--- config.mk ---
export PLATFORM = sky130hd
export DESIGN_NAME = sequence_function_blocks
export DESIGN_NICKNAME = d
export VERILOG_FILES = /design/src/rtl/seq_blocks_pkg.sv /design/src/rtl/sequence_function_blocks.sv /design/src/rtl/serial_divider.sv
export VERILOG_INCLUDE_DIRS = /design/src /design/src/rtl
export SDC_FILE = /design/constraint.sdc
export NUM_CORES = 2
export LEC_CHECK = 0
export ABC_AREA = 1
export BUFFER_PORTS_ARGS = -buffer_cell sky130_fd_sc_hd__buf_2
export CAP_MARGIN = 20
export CELL_PAD_IN_SITES_DETAIL_PLACEMENT = 1
export CELL_PAD_IN_SITES_GLOBAL_PLACEMENT = 2
export CORE_MARGIN = 2
export CORE_UTILIZATION = 35
export CTS_CLUSTER_SIZE = 10
export DETAILED_ROUTE_END_ITERATION = 10
export GPL_TIMING_DRIVEN = 0
export MAX_ROUTING_LAYER = met4
export PLACE_DENSITY_LB_ADDON = 0.1
export SLEW_MARGIN = 25
export SYNTH_ARGS = -nofsm -noshare
export SYNTH_HDL_FRONTEND = slang
export SYNTH_SLANG_ARGS = --single-unit
--- constraint.sdc ---
create_clock -name ref_clk_i -period 23.8 [get_ports ref_clk_i]
set_input_delay 2.38 -clock ref_clk_i [delete_from_list [all_inputs] [get_ports ref_clk_i]]
set_output_delay 2.38 -clock ref_clk_i [all_outputs]
set_load 0.1 [all_outputs]
--- src/rtl/seq_blocks_defs.svh ---
// constants shared by the sequence function block evaluator
// assumes every file that needs them includes this header by its bare name
`ifndef SEQ_BLOCKS_DEFS_SVH
`define SEQ_BLOCKS_DEFS_SVH

// block codes
`define SFB_OP_SWITCH   8'h14
`define SFB_OP_PROBE    8'h15
`define SFB_OP_RAISE    8'h16
`define SFB_OP_DROP     8'h17
`define SFB_OP_SMOOTH   8'h18
`define SFB_OP_GAIN     8'h19
`define SFB_OP_OUTSTG   8'h1A
`define SFB_OP_UPCNT    8'h1B
`define SFB_OP_DNCNT    8'h1C

// operand limits and encodings
`define SFB_BIT_MAX     16'h0010
`define SFB_CNT_MAX     16'h7FFF
`define SFB_P_SCALE     24'h000064
`define SFB_MODE_CONST  16'h0000
`define SFB_MODE_POS    16'h0001
`define SFB_MODE_SYM    16'h0002
`define SFB_EDGE_RISE   16'h0000
`define SFB_EDGE_FALL   16'h0001
`define SFB_EDGE_ANY    16'h0002
`define SFB_RESULT_ERR  16'hFFFF
`define SFB_INT_LIM     33'h040000000

// reset values
`define SFB_RST_WORD    16'h0000
`define SFB_RST_ACC     32'h00000000

`endif

--- src/rtl/seq_blocks_pkg.sv ---
// types shared by the sequence function block evaluator
// assumes nothing beyond a SystemVerilog compiler
package seq_blocks_pkg;

  typedef logic [15:0] word_t;

  // gray along idle -> exec -> divide -> finish -> idle
  typedef enum logic [1:0] {
    ST_IDLE   = 2'h0,
    ST_EXEC   = 2'h1,
    ST_DIVW   = 2'h3,
    ST_FINISH = 2'h2
  } eval_state_e;

endpackage

--- src/rtl/sequence_function_blocks.sv ---
// evaluator for the select, bit, smoothing, regulator and counter blocks
// assumes a sequencer on the same clock issues one step per block per loop
`include "seq_blocks_defs.svh"
module sequence_function_blocks (
  // clock, reset, enable
  input  wire logic        ref_clk_i,
  input  wire logic        rst_n_i,
  input  wire logic        ce_i,
  // step request
  input  wire logic        step_i,
  input  wire logic        loop_start_i,
  input  wire logic [7:0]  op_code_i,
  input  wire logic [15:0] arg_a_i,
  input  wire logic [15:0] arg_b_i,
  input  wire logic [15:0] arg_c_i,
  // answer
  output logic             busy_o,
  output logic             done_o,
  output logic [15:0]      result_o
);

  seq_blocks_pkg::eval_state_e state_q, state_d;
  seq_blocks_pkg::word_t a_q, a_d, b_q, b_d, c_q, c_d, result_d;
  seq_blocks_pkg::word_t kp_q, kp_d, ti_q, ti_d, up_q, up_d, dn_q, dn_d;
  logic [7:0]         op_q, op_d, last_q, last_d;
  logic               chain_q, chain_d, gain_ok_q, gain_ok_d;
  logic [1:0]         mode_q, mode_d;
  logic               up_prev_q, up_prev_d, dn_prev_q, dn_prev_d;
  logic signed [31:0] lpf_q, lpf_d, integ_q, integ_d;
  logic               done_d, busy_d;
  logic               div_start, div_done;
  logic signed [55:0] div_num, div_quo;
  logic [23:0]        div_den;
  logic signed [55:0] e_x, kp_x, ti_x, sc_x, in_x, lim_x, lo_x;
  logic signed [32:0] isum;
  logic               a_on, up_hit;

  ////////////////////////////////////////////////////////////////////////
  // bit position to mask, shared by three blocks
  function automatic seq_blocks_pkg::word_t bit_mask(seq_blocks_pkg::word_t b);
    seq_blocks_pkg::word_t pos;
    pos = (b > `SFB_BIT_MAX) ? `SFB_BIT_MAX : b;
    if (pos == 16'h0000) return 16'h0000;
    return 16'h0001 << (pos - 16'h0001);
  endfunction

  serial_divider #(.NW(56), .DW(24)) u_div (
    .ref_clk_i (ref_clk_i),
    .rst_n_i   (rst_n_i),
    .ce_i      (ce_i),
    .start_i   (div_start),
    .num_i     (div_num),
    .den_i     (div_den),
    .done_o    (div_done),
    .quo_o     (div_quo)
  );

  ////////////////////////////////////////////////////////////////////////
  always_comb begin
    state_d = state_q;
    op_d = op_q;      a_d = a_q;       b_d = b_q;       c_d = c_q;
    last_d = last_q;  chain_d = chain_q;
    kp_d = kp_q;      ti_d = ti_q;     mode_d = mode_q; gain_ok_d = gain_ok_q;
    up_d = up_q;      dn_d = dn_q;     up_prev_d = up_prev_q;
    dn_prev_d = dn_prev_q;
    lpf_d = lpf_q;    integ_d = integ_q;
    result_d = result_o;
    done_d = 1'b0;
    div_start = 1'b0;
    div_num = '0;
    div_den = 24'h000001;
    a_on = (a_q != 16'h0000);
    e_x  = 56'(signed'(a_q));
    kp_x = 56'(kp_q);
    ti_x = 56'(ti_q);
    sc_x = 56'(`SFB_P_SCALE);
    isum = 33'(integ_q) + 33'(signed'(a_q));
    in_x = 56'(integ_q);
    lim_x = 56'(b_q[15] ? `SFB_CNT_MAX : b_q);
    lo_x  = (mode_q == 2'(`SFB_MODE_POS)) ? 56'sd0 : -lim_x;
    case (c_q)
      `SFB_EDGE_RISE: up_hit = a_on && !up_prev_q;
      `SFB_EDGE_FALL: up_hit = !a_on && up_prev_q;
      `SFB_EDGE_ANY:  up_hit = a_on != up_prev_q;
      default:        up_hit = 1'b0;
    endcase
    case (state_q)
      seq_blocks_pkg::ST_IDLE: begin
        if (step_i) begin
          op_d = op_code_i;
          a_d = arg_a_i;
          b_d = arg_b_i;
          c_d = arg_c_i;
          // only an immediately preceding gain stage arms the output stage
          chain_d = !loop_start_i && (last_q == `SFB_OP_GAIN);
          last_d = op_code_i;
          state_d = seq_blocks_pkg::ST_EXEC;
        end
      end
      seq_blocks_pkg::ST_EXEC: begin
        state_d = seq_blocks_pkg::ST_IDLE;
        done_d = 1'b1;
        case (op_q)
          `SFB_OP_SWITCH: result_d = (a_q == 16'h0000) ? c_q : b_q;
          `SFB_OP_PROBE:  result_d = {15'h0000, |(a_q & bit_mask(b_q))};
          `SFB_OP_RAISE:
            result_d = (b_q == 16'h0000) ? 16'h0000 : (a_q | bit_mask(b_q));
          `SFB_OP_DROP:
            result_d = (b_q == 16'h0000) ? 16'h0000 : (a_q & ~bit_mask(b_q));
          `SFB_OP_SMOOTH: begin
            if (c_q != 16'h0000) begin
              result_d = lpf_q[31:16];
            end else if (b_q == 16'h0000) begin
              lpf_d = {a_q, 16'h0000};
              result_d = a_q;
            end else begin
              // y += (x - y) / B each loop, fraction kept in low half
              // both sides zero-extended and signed in 33 bits so a falling input gives a negative step
              div_num = 56'($signed({1'b0, a_q, 16'h0000}) - $signed({1'b0, lpf_q}));
              div_den = {8'h00, b_q};
              div_start = 1'b1;
              done_d = 1'b0;
              state_d = seq_blocks_pkg::ST_DIVW;
            end
          end
          `SFB_OP_GAIN: begin
            kp_d = a_q;
            ti_d = b_q;
            mode_d = c_q[1:0];
            gain_ok_d = (b_q != 16'h0000) && (c_q <= `SFB_MODE_SYM);
            result_d = gain_ok_d ? 16'h0000 : `SFB_RESULT_ERR;
          end
          `SFB_OP_OUTSTG: begin
            if (!(chain_q && gain_ok_q)) begin
              result_d = 16'h0000;
            end else if (mode_q == 2'(`SFB_MODE_CONST)) begin
              result_d = c_q[15] ? `SFB_CNT_MAX : c_q;
            end else begin
              // integrator saturates to keep the numerator inside 56 bits
              // limit compared signed, else a negative sum reads as huge
              if (isum > $signed(`SFB_INT_LIM)) integ_d = 32'($signed(`SFB_INT_LIM));
              else if (isum < -$signed(`SFB_INT_LIM)) integ_d = 32'(-$signed(`SFB_INT_LIM));
              else integ_d = 32'(isum);
              in_x = 56'(integ_d);
              // (e*A*B + 100*S) / (100*B) gives both gains in one divide
              div_num = e_x * kp_x * ti_x + sc_x * in_x;
              div_den = `SFB_P_SCALE * {8'h00, ti_q};
              div_start = 1'b1;
              done_d = 1'b0;
              state_d = seq_blocks_pkg::ST_DIVW;
            end
          end
          `SFB_OP_UPCNT: begin
            up_prev_d = a_on;
            if (b_q != 16'h0000) up_d = 16'h0000;
            else if (up_hit && up_q < `SFB_CNT_MAX) up_d = up_q + 16'h0001;
            result_d = up_d;
          end
          `SFB_OP_DNCNT: begin
            dn_prev_d = a_on;
            if (b_q != 16'h0000) dn_d = c_q;
            else if (a_on && !dn_prev_q && dn_q != 16'h0000) dn_d = dn_q - 16'h0001;
            result_d = dn_d;
          end
          default: result_d = 16'h0000;
        endcase
      end
      seq_blocks_pkg::ST_DIVW: begin
        if (div_done) state_d = seq_blocks_pkg::ST_FINISH;
      end
      seq_blocks_pkg::ST_FINISH: begin
        state_d = seq_blocks_pkg::ST_IDLE;
        done_d = 1'b1;
        if (op_q == `SFB_OP_SMOOTH) begin
          lpf_d = lpf_q + div_quo[31:0];
          result_d = lpf_d[31:16];
        end else if (div_quo > lim_x) begin
          result_d = 16'(lim_x);
        end else if (div_quo < lo_x) begin
          result_d = 16'(lo_x);
        end else begin
          result_d = 16'(div_quo);
        end
      end
      default: state_d = seq_blocks_pkg::ST_IDLE;
    endcase
    busy_d = (state_d != seq_blocks_pkg::ST_IDLE);
  end

  always_ff @(posedge ref_clk_i or negedge rst_n_i) begin
    if (!rst_n_i) begin
      state_q <= seq_blocks_pkg::ST_IDLE;
      op_q <= 8'h00;         last_q <= 8'h00;       chain_q <= 1'b0;
      a_q <= `SFB_RST_WORD;  b_q <= `SFB_RST_WORD;  c_q <= `SFB_RST_WORD;
      kp_q <= `SFB_RST_WORD; ti_q <= `SFB_RST_WORD; mode_q <= 2'h0;
      gain_ok_q <= 1'b0;
      up_q <= `SFB_RST_WORD; dn_q <= `SFB_RST_WORD;
      up_prev_q <= 1'b0;     dn_prev_q <= 1'b0;
      lpf_q <= `SFB_RST_ACC; integ_q <= `SFB_RST_ACC;
      result_o <= `SFB_RST_WORD;
      done_o <= 1'b0;
      busy_o <= 1'b0;
    end else if (ce_i) begin
      state_q <= state_d;
      op_q <= op_d;          last_q <= last_d;      chain_q <= chain_d;
      a_q <= a_d;            b_q <= b_d;            c_q <= c_d;
      kp_q <= kp_d;          ti_q <= ti_d;          mode_q <= mode_d;
      gain_ok_q <= gain_ok_d;
      up_q <= up_d;          dn_q <= dn_d;
      up_prev_q <= up_prev_d; dn_prev_q <= dn_prev_d;
      lpf_q <= lpf_d;        integ_q <= integ_d;
      result_o <= result_d;
      done_o <= done_d;
      busy_o <= busy_d;
    end
  end

  ////////////////////////////////////////////////////////////////////////
  // checks against the captured operands, which hold until the next step
  a_switch_pick: assert property (
    @(posedge ref_clk_i) disable iff (!rst_n_i)
    done_o && op_q == `SFB_OP_SWITCH |-> result_o == ((a_q == 16'h0000) ? c_q : b_q))
    else $error("select block output wrong");
  a_probe_zero_b: assert property (
    @(posedge ref_clk_i) disable iff (!rst_n_i)
    done_o && op_q == `SFB_OP_PROBE && b_q == 16'h0000 |-> result_o == 16'h0000)
    else $error("bit probe with zero position not zero");
  a_raise_msb: assert property (
    @(posedge ref_clk_i) disable iff (!rst_n_i)
    done_o && op_q == `SFB_OP_RAISE && b_q >= `SFB_BIT_MAX |-> result_o[15] && result_o[14:0] == a_q[14:0])
    else $error("bit raise at top position wrong");
  a_drop_lsb: assert property (
    @(posedge ref_clk_i) disable iff (!rst_n_i)
    done_o && op_q == `SFB_OP_DROP && b_q == 16'h0001 |-> result_o == {a_q[15:1], 1'b0})
    else $error("bit drop at first position wrong");
  a_smooth_hold: assert property (
    @(posedge ref_clk_i) disable iff (!rst_n_i)
    ce_i && state_q == seq_blocks_pkg::ST_EXEC && op_q == `SFB_OP_SMOOTH && c_q != 16'h0000
    |=> done_o && result_o == $past(lpf_q[31:16]))
    else $error("smoothing ran while stopped");
  a_gain_invalid: assert property (
    @(posedge ref_clk_i) disable iff (!rst_n_i)
    done_o && op_q == `SFB_OP_GAIN && b_q == 16'h0000 |-> result_o == `SFB_RESULT_ERR)
    else $error("invalid gain settings not flagged");
  a_chain_broken: assert property (
    @(posedge ref_clk_i) disable iff (!rst_n_i)
    done_o && op_q == `SFB_OP_OUTSTG && !chain_q |-> result_o == 16'h0000)
    else $error("output stage regulated without gain stage");
  a_limit_pos: assert property (
    @(posedge ref_clk_i) disable iff (!rst_n_i)
    done_o && op_q == `SFB_OP_OUTSTG && chain_q && gain_ok_q && mode_q == 2'h1
    |-> !result_o[15] && 56'(result_o) <= lim_x)
    else $error("positive limit mode out of range");
  a_up_idle: assert property (
    @(posedge ref_clk_i) disable iff (!rst_n_i)
    done_o && op_q == `SFB_OP_UPCNT && b_q != 16'h0000 |-> result_o == 16'h0000 && up_q == 16'h0000)
    else $error("up counter active while disabled");
  a_up_range: assert property (
    @(posedge ref_clk_i) disable iff (!rst_n_i)
    up_q <= `SFB_CNT_MAX)
    else $error("up counter above range");
  a_down_preset: assert property (
    @(posedge ref_clk_i) disable iff (!rst_n_i)
    done_o && op_q == `SFB_OP_DNCNT && b_q != 16'h0000 |-> result_o == c_q)
    else $error("down counter not showing preset");
  a_down_step: assert property (
    @(posedge ref_clk_i) disable iff (!rst_n_i)
    ce_i && state_q == seq_blocks_pkg::ST_EXEC && op_q == `SFB_OP_DNCNT && b_q == 16'h0000
    && a_on && !dn_prev_q && dn_q != 16'h0000 |=> dn_q == $past(dn_q) - 16'h0001)
    else $error("down counter missed rising edge");

endmodule

--- src/rtl/serial_divider.sv ---
// restoring serial divider, signed numerator over positive denominator
// assumes den_i is nonzero and held stable only at start_i
module serial_divider #(
  parameter int NW = 56,
  parameter int DW = 24
) (
  // clock, reset and enable
  input  wire logic                 ref_clk_i,
  input  wire logic                 rst_n_i,
  input  wire logic                 ce_i,
  // request
  input  wire logic                 start_i,
  input  wire logic signed [NW-1:0] num_i,
  input  wire logic        [DW-1:0] den_i,
  // answer
  output logic                      done_o,
  output logic signed [NW-1:0]      quo_o
);

  localparam int CW = $clog2(NW + 1);

  logic [DW:0]   rem_q,  rem_d;
  logic [NW-1:0] mag_q,  mag_d;
  logic [DW-1:0] den_q,  den_d;
  logic [CW-1:0] cnt_q,  cnt_d;
  logic          neg_q,  neg_d;
  logic          act_q,  act_d;
  logic          done_d;
  logic [NW-1:0] quo_d;
  logic [DW:0]   trial;

  always_comb begin
    rem_d  = rem_q;
    mag_d  = mag_q;
    den_d  = den_q;
    cnt_d  = cnt_q;
    neg_d  = neg_q;
    act_d  = act_q;
    done_d = 1'b0;
    quo_d  = quo_o;
    trial  = {rem_q[DW-1:0], mag_q[NW-1]};
    if (start_i) begin
      neg_d = num_i[NW-1];
      mag_d = num_i[NW-1] ? NW'(-num_i) : NW'(num_i);
      rem_d = '0;
      den_d = den_i;
      cnt_d = CW'(NW);
      act_d = 1'b1;
    end else if (act_q) begin
      if (trial >= {1'b0, den_q}) begin
        rem_d = trial - {1'b0, den_q};
        mag_d = {mag_q[NW-2:0], 1'b1};
      end else begin
        rem_d = trial;
        mag_d = {mag_q[NW-2:0], 1'b0};
      end
      cnt_d = cnt_q - CW'(1);
      if (cnt_q == CW'(1)) begin
        act_d  = 1'b0;
        done_d = 1'b1;
        // quotient truncates toward zero
        quo_d  = neg_q ? NW'(-mag_d) : mag_d;
      end
    end
  end

  always_ff @(posedge ref_clk_i or negedge rst_n_i) begin
    if (!rst_n_i) begin
      rem_q  <= '0;
      mag_q  <= '0;
      den_q  <= '0;
      cnt_q  <= '0;
      neg_q  <= 1'b0;
      act_q  <= 1'b0;
      done_o <= 1'b0;
      quo_o  <= '0;
    end else if (ce_i) begin
      rem_q  <= rem_d;
      mag_q  <= mag_d;
      den_q  <= den_d;
      cnt_q  <= cnt_d;
      neg_q  <= neg_d;
      act_q  <= act_d;
      done_o <= done_d;
      quo_o  <= quo_d;
    end
  end

endmodule

==> summary.txt <==
Outcome
  – Status: complete, no violations

Place
  – Routability cong.: between 0.9 and 1
  – Port Buf Inserts: 77
  – Placed inst area: 70200 sq um
  – Pre-CTS WS: 7.43 ns
  – Hpwl dp: 258000 microns

Finish
  – Final instance area: 72000 sq um
  – Final #Nets: 10.9k
  – Share of layout cells above drive strength 1: 5.00%
  – Area grow syn2layout: 8.62%

Critical path
  – Highest-delay cell along the critical path: fa_1
  – Crit path launch type: flip-flop
  – CP most frequent cell: nand2_1
  – Worst endpoint required time: 24.37 ns
  – Crit path kind: reg -> reg
  – CP max stage delay: 0.95 ns
  – R2R Setup Slk: 7.36 ns
  – CP arrival: between 15 and 20 ns
  – Worst Setup End Kind: flip-flop
  – Crit-path max FO: 10

Synth
  – Post-synth top area share: 23.3%
  – Syn Inst Count: around 9.3k
  – Most numerous cell in the Yosys netlist: nand2_1
  – Yosys cell types: 71
  – Syn nets: 10.8k
  – Cell Area, Synth: between 60000 and 70000 sq um
  – Leading area contributor after synthesis: fa_1
  – Most instantiated cells after synthesis: 2220 x nand2_1, 1822 x inv_1, 814 x nor2_1
  – Top cells by area, synth: fa_1 23%, dfrtp_1 14%, nand2_1 13%
  – Seq/Total Area, Yosys: 14.3%
  – Ys Warns: 0
  – FFs w/ async S/R, synth: 100%
  – FF+latch count, synth: 378
  – Synthesized area per cell: 7.09 sq um
  – Top FF cell, synth: dfrtp_1
  – Number of flops mapped to enable cells by yosys: 0

Route
  – DR DRC count: 0
  – Remaining antenna violation count: 0
  – Routed WL: 303000 microns
  – TritonRoute pass-1 iters: 6
  – WL per Instance: about 25 microns
  – Starting DRT DRC Count: 4463
  – Vias: 64.1k
  – Vias per inst: 5.33

Power and ir drop
  – VDD IR max: 0.000146 V
  – Static Leakage: 37.8 nW
  – P per Cell Area: around 160 nW/um^2
  – Final Total Pwr: 11.2 mW

Global routing
  – Largest net degree at the start of global routing: 82
  – All-Layer GR Usage: 32.4%
  – Remaining Overflow, GRT: 0
  – Initial antenna violation count: 23
  – Vias in the first global route: 67.3k
  – First-pass GRT wire length: 449000 microns

Timing
  – Final Hold Fails: 0
  – RSZ-0062 raised after global routing: false
  – Max frequency: about 61 MHz
  – Max Slew Vio Count: 0
  – Least-Margin Pin Slew: approximately 1.2 ns
  – Max_slew headroom: 20.2%
  – # setup viols final: 0
  – Worst Skew: 0.0312 ns
  – Post-route minimum period: 16.44 ns
  – Fin Setup TNS: 0 ns
  – Final worst slack: 7.36 ns
  – Final Cycle Share: 69.1%

Floorplanning
  – Num rows: 159
  – Area of the core: roughly 190000 sq um
  – Io pins: between 70 and 80
  – Die height: 439 microns
  – Initial Utilization: a little over a third
  – Die Width: between 400 and 500 microns
  – Die area: ~190000 sq um

Clock network
  – Post-CTS Hold Buffers: 0
  – CTS Sinks: roughly 380
  – H-tree depth: 2
  – CTS max path bufs: 3
  – Cts bufs inserted: 54
  – Cts repair resizes: 0
  – Latest clock arrival within the worst-skew pair: 0.70 ns
  – CTS tree: built
  – Worst-path clk slew: 0.07 ns
  – Clock root cell: clkbuf_16
  – Setup Buffers After CTS: 0

Flow run
  – Max_cap viols: 0

Hold path
  – Hold crit path type: reg -> reg
[path summary, 6_finish.rpt]
check / start / end / cells past startpoint
min: result_o[13] / result_o[13] / 2
max in group asynchronous: rst_n_i / u_div.mag_q[53] / 4
min reg2reg: result_o[13] / result_o[13] / 2
min in group asynchronous: rst_n_i / integ_q[28] / 1
max: a_q[1] / u_div.mag_q[46] / 64
max reg2reg: a_q[1] / u_div.mag_q[46] / 64
[cell type report]
cell class	count	area [sq um]
buffer	314	1360
clock buffer	70	1480
antenna	9	22.5
tap	2495	3120
clock inverter	26	343
inverter	1860	6990
timing repair buffer	91	641
multi-input combinational	6794	48600
sequential	378	9460
fill	23800	116000
[cells by family (layout without fill, tap and decap cells)]
family                     Yosys count  after routing  synth area share (%)
and+or+nand+nor                   3987           3987                  25.3
buffers and inverters             2174           2361                  12.6
adders and majority gates         1355           1355                  34.3
AOI/OAI and AO/OA                 1240           1240                  10.7
DFF                                378            378                  14.3
xor gates and xnor gates           206            206                  2.77
muxes                                6              6                 0.100
other                                0              9                     0
[report_power, final]
part / internal [mW] / switching (mW)
sequential: 0.719 / 0.160
clock: 0.505 / 0.364
combinational: 2.77 / 6.70
total: 3.99 / 7.22
[critical path, delay by kind of cell, from the launching register on]
kind                       cells  cell delay [ns]
adders and majority gates     12             5.75
and+or+nand+nor               32             4.58
AOI/OAI and AO/OA             11             2.81
buffers and inverters          8             1.95
DFF                            1             0.68
xor gates and xnor gates       1             0.48
[metal layers]
metal	part of all wire (%)	wire length, microns	vias up	global-route usage, %
met5	0	0	-	-
met4	3.2	9600	0	8.51
met3	5.3	16000	338	3.58
met2	45	135000	1495	49.8
met1	47	142000	32700	45.1
li1	-	-	29600	-
[cell usage in the layout (no fill, tap or decap), types with 43 or more instances in the layout]
cell,n
clkbuf_1,212
o21ai_1,44
o211ai_1,55
xnor2_1,64
xor2_1,131
buf_2,135
o221ai_1,43
nor2_1,812
nand2_1,2220
dfrtp_1,376
nand4_1,140
fa_1,772
o21ai_0,449
nor3_1,80
inv_1,1822
nand3_1,515
clkbuf_16,54
or2_2,81
ha_1,583
a21oi_1,414
[registers in the layout, summed over array words and instances (netlist names), 2 cells and up]
register     flops
u_div.mag_q     56
u_div.quo_o     56
integ_q         32
lpf_q           32
u_div.rem_q     24
u_div.den_q     23
a_q             16
b_q             16
c_q             16
dn_q            16
kp_q            16
result_o        16
ti_q            16
up_q            16
last_q           8
u_div.cnt_q      6
mode_q           2
state_q          2
[per-stage QoR]
| stage | util, % | hold WS, ns | cells |
|---|---|---|---|
| finish | 38.3 | 0.475 | 12000 |
| global route | 38.3 | 0.514 | 12000 |
| CTS | 38.3 | 0.486 | 12000 |
| detailed placement | 37.3 | 0.472 | 11900 |
| global placement | 37.1 | 0.467 | 11900 |
| floorplan | - | 0.447 | 9346 |
(Power assumes the default switching activity.)
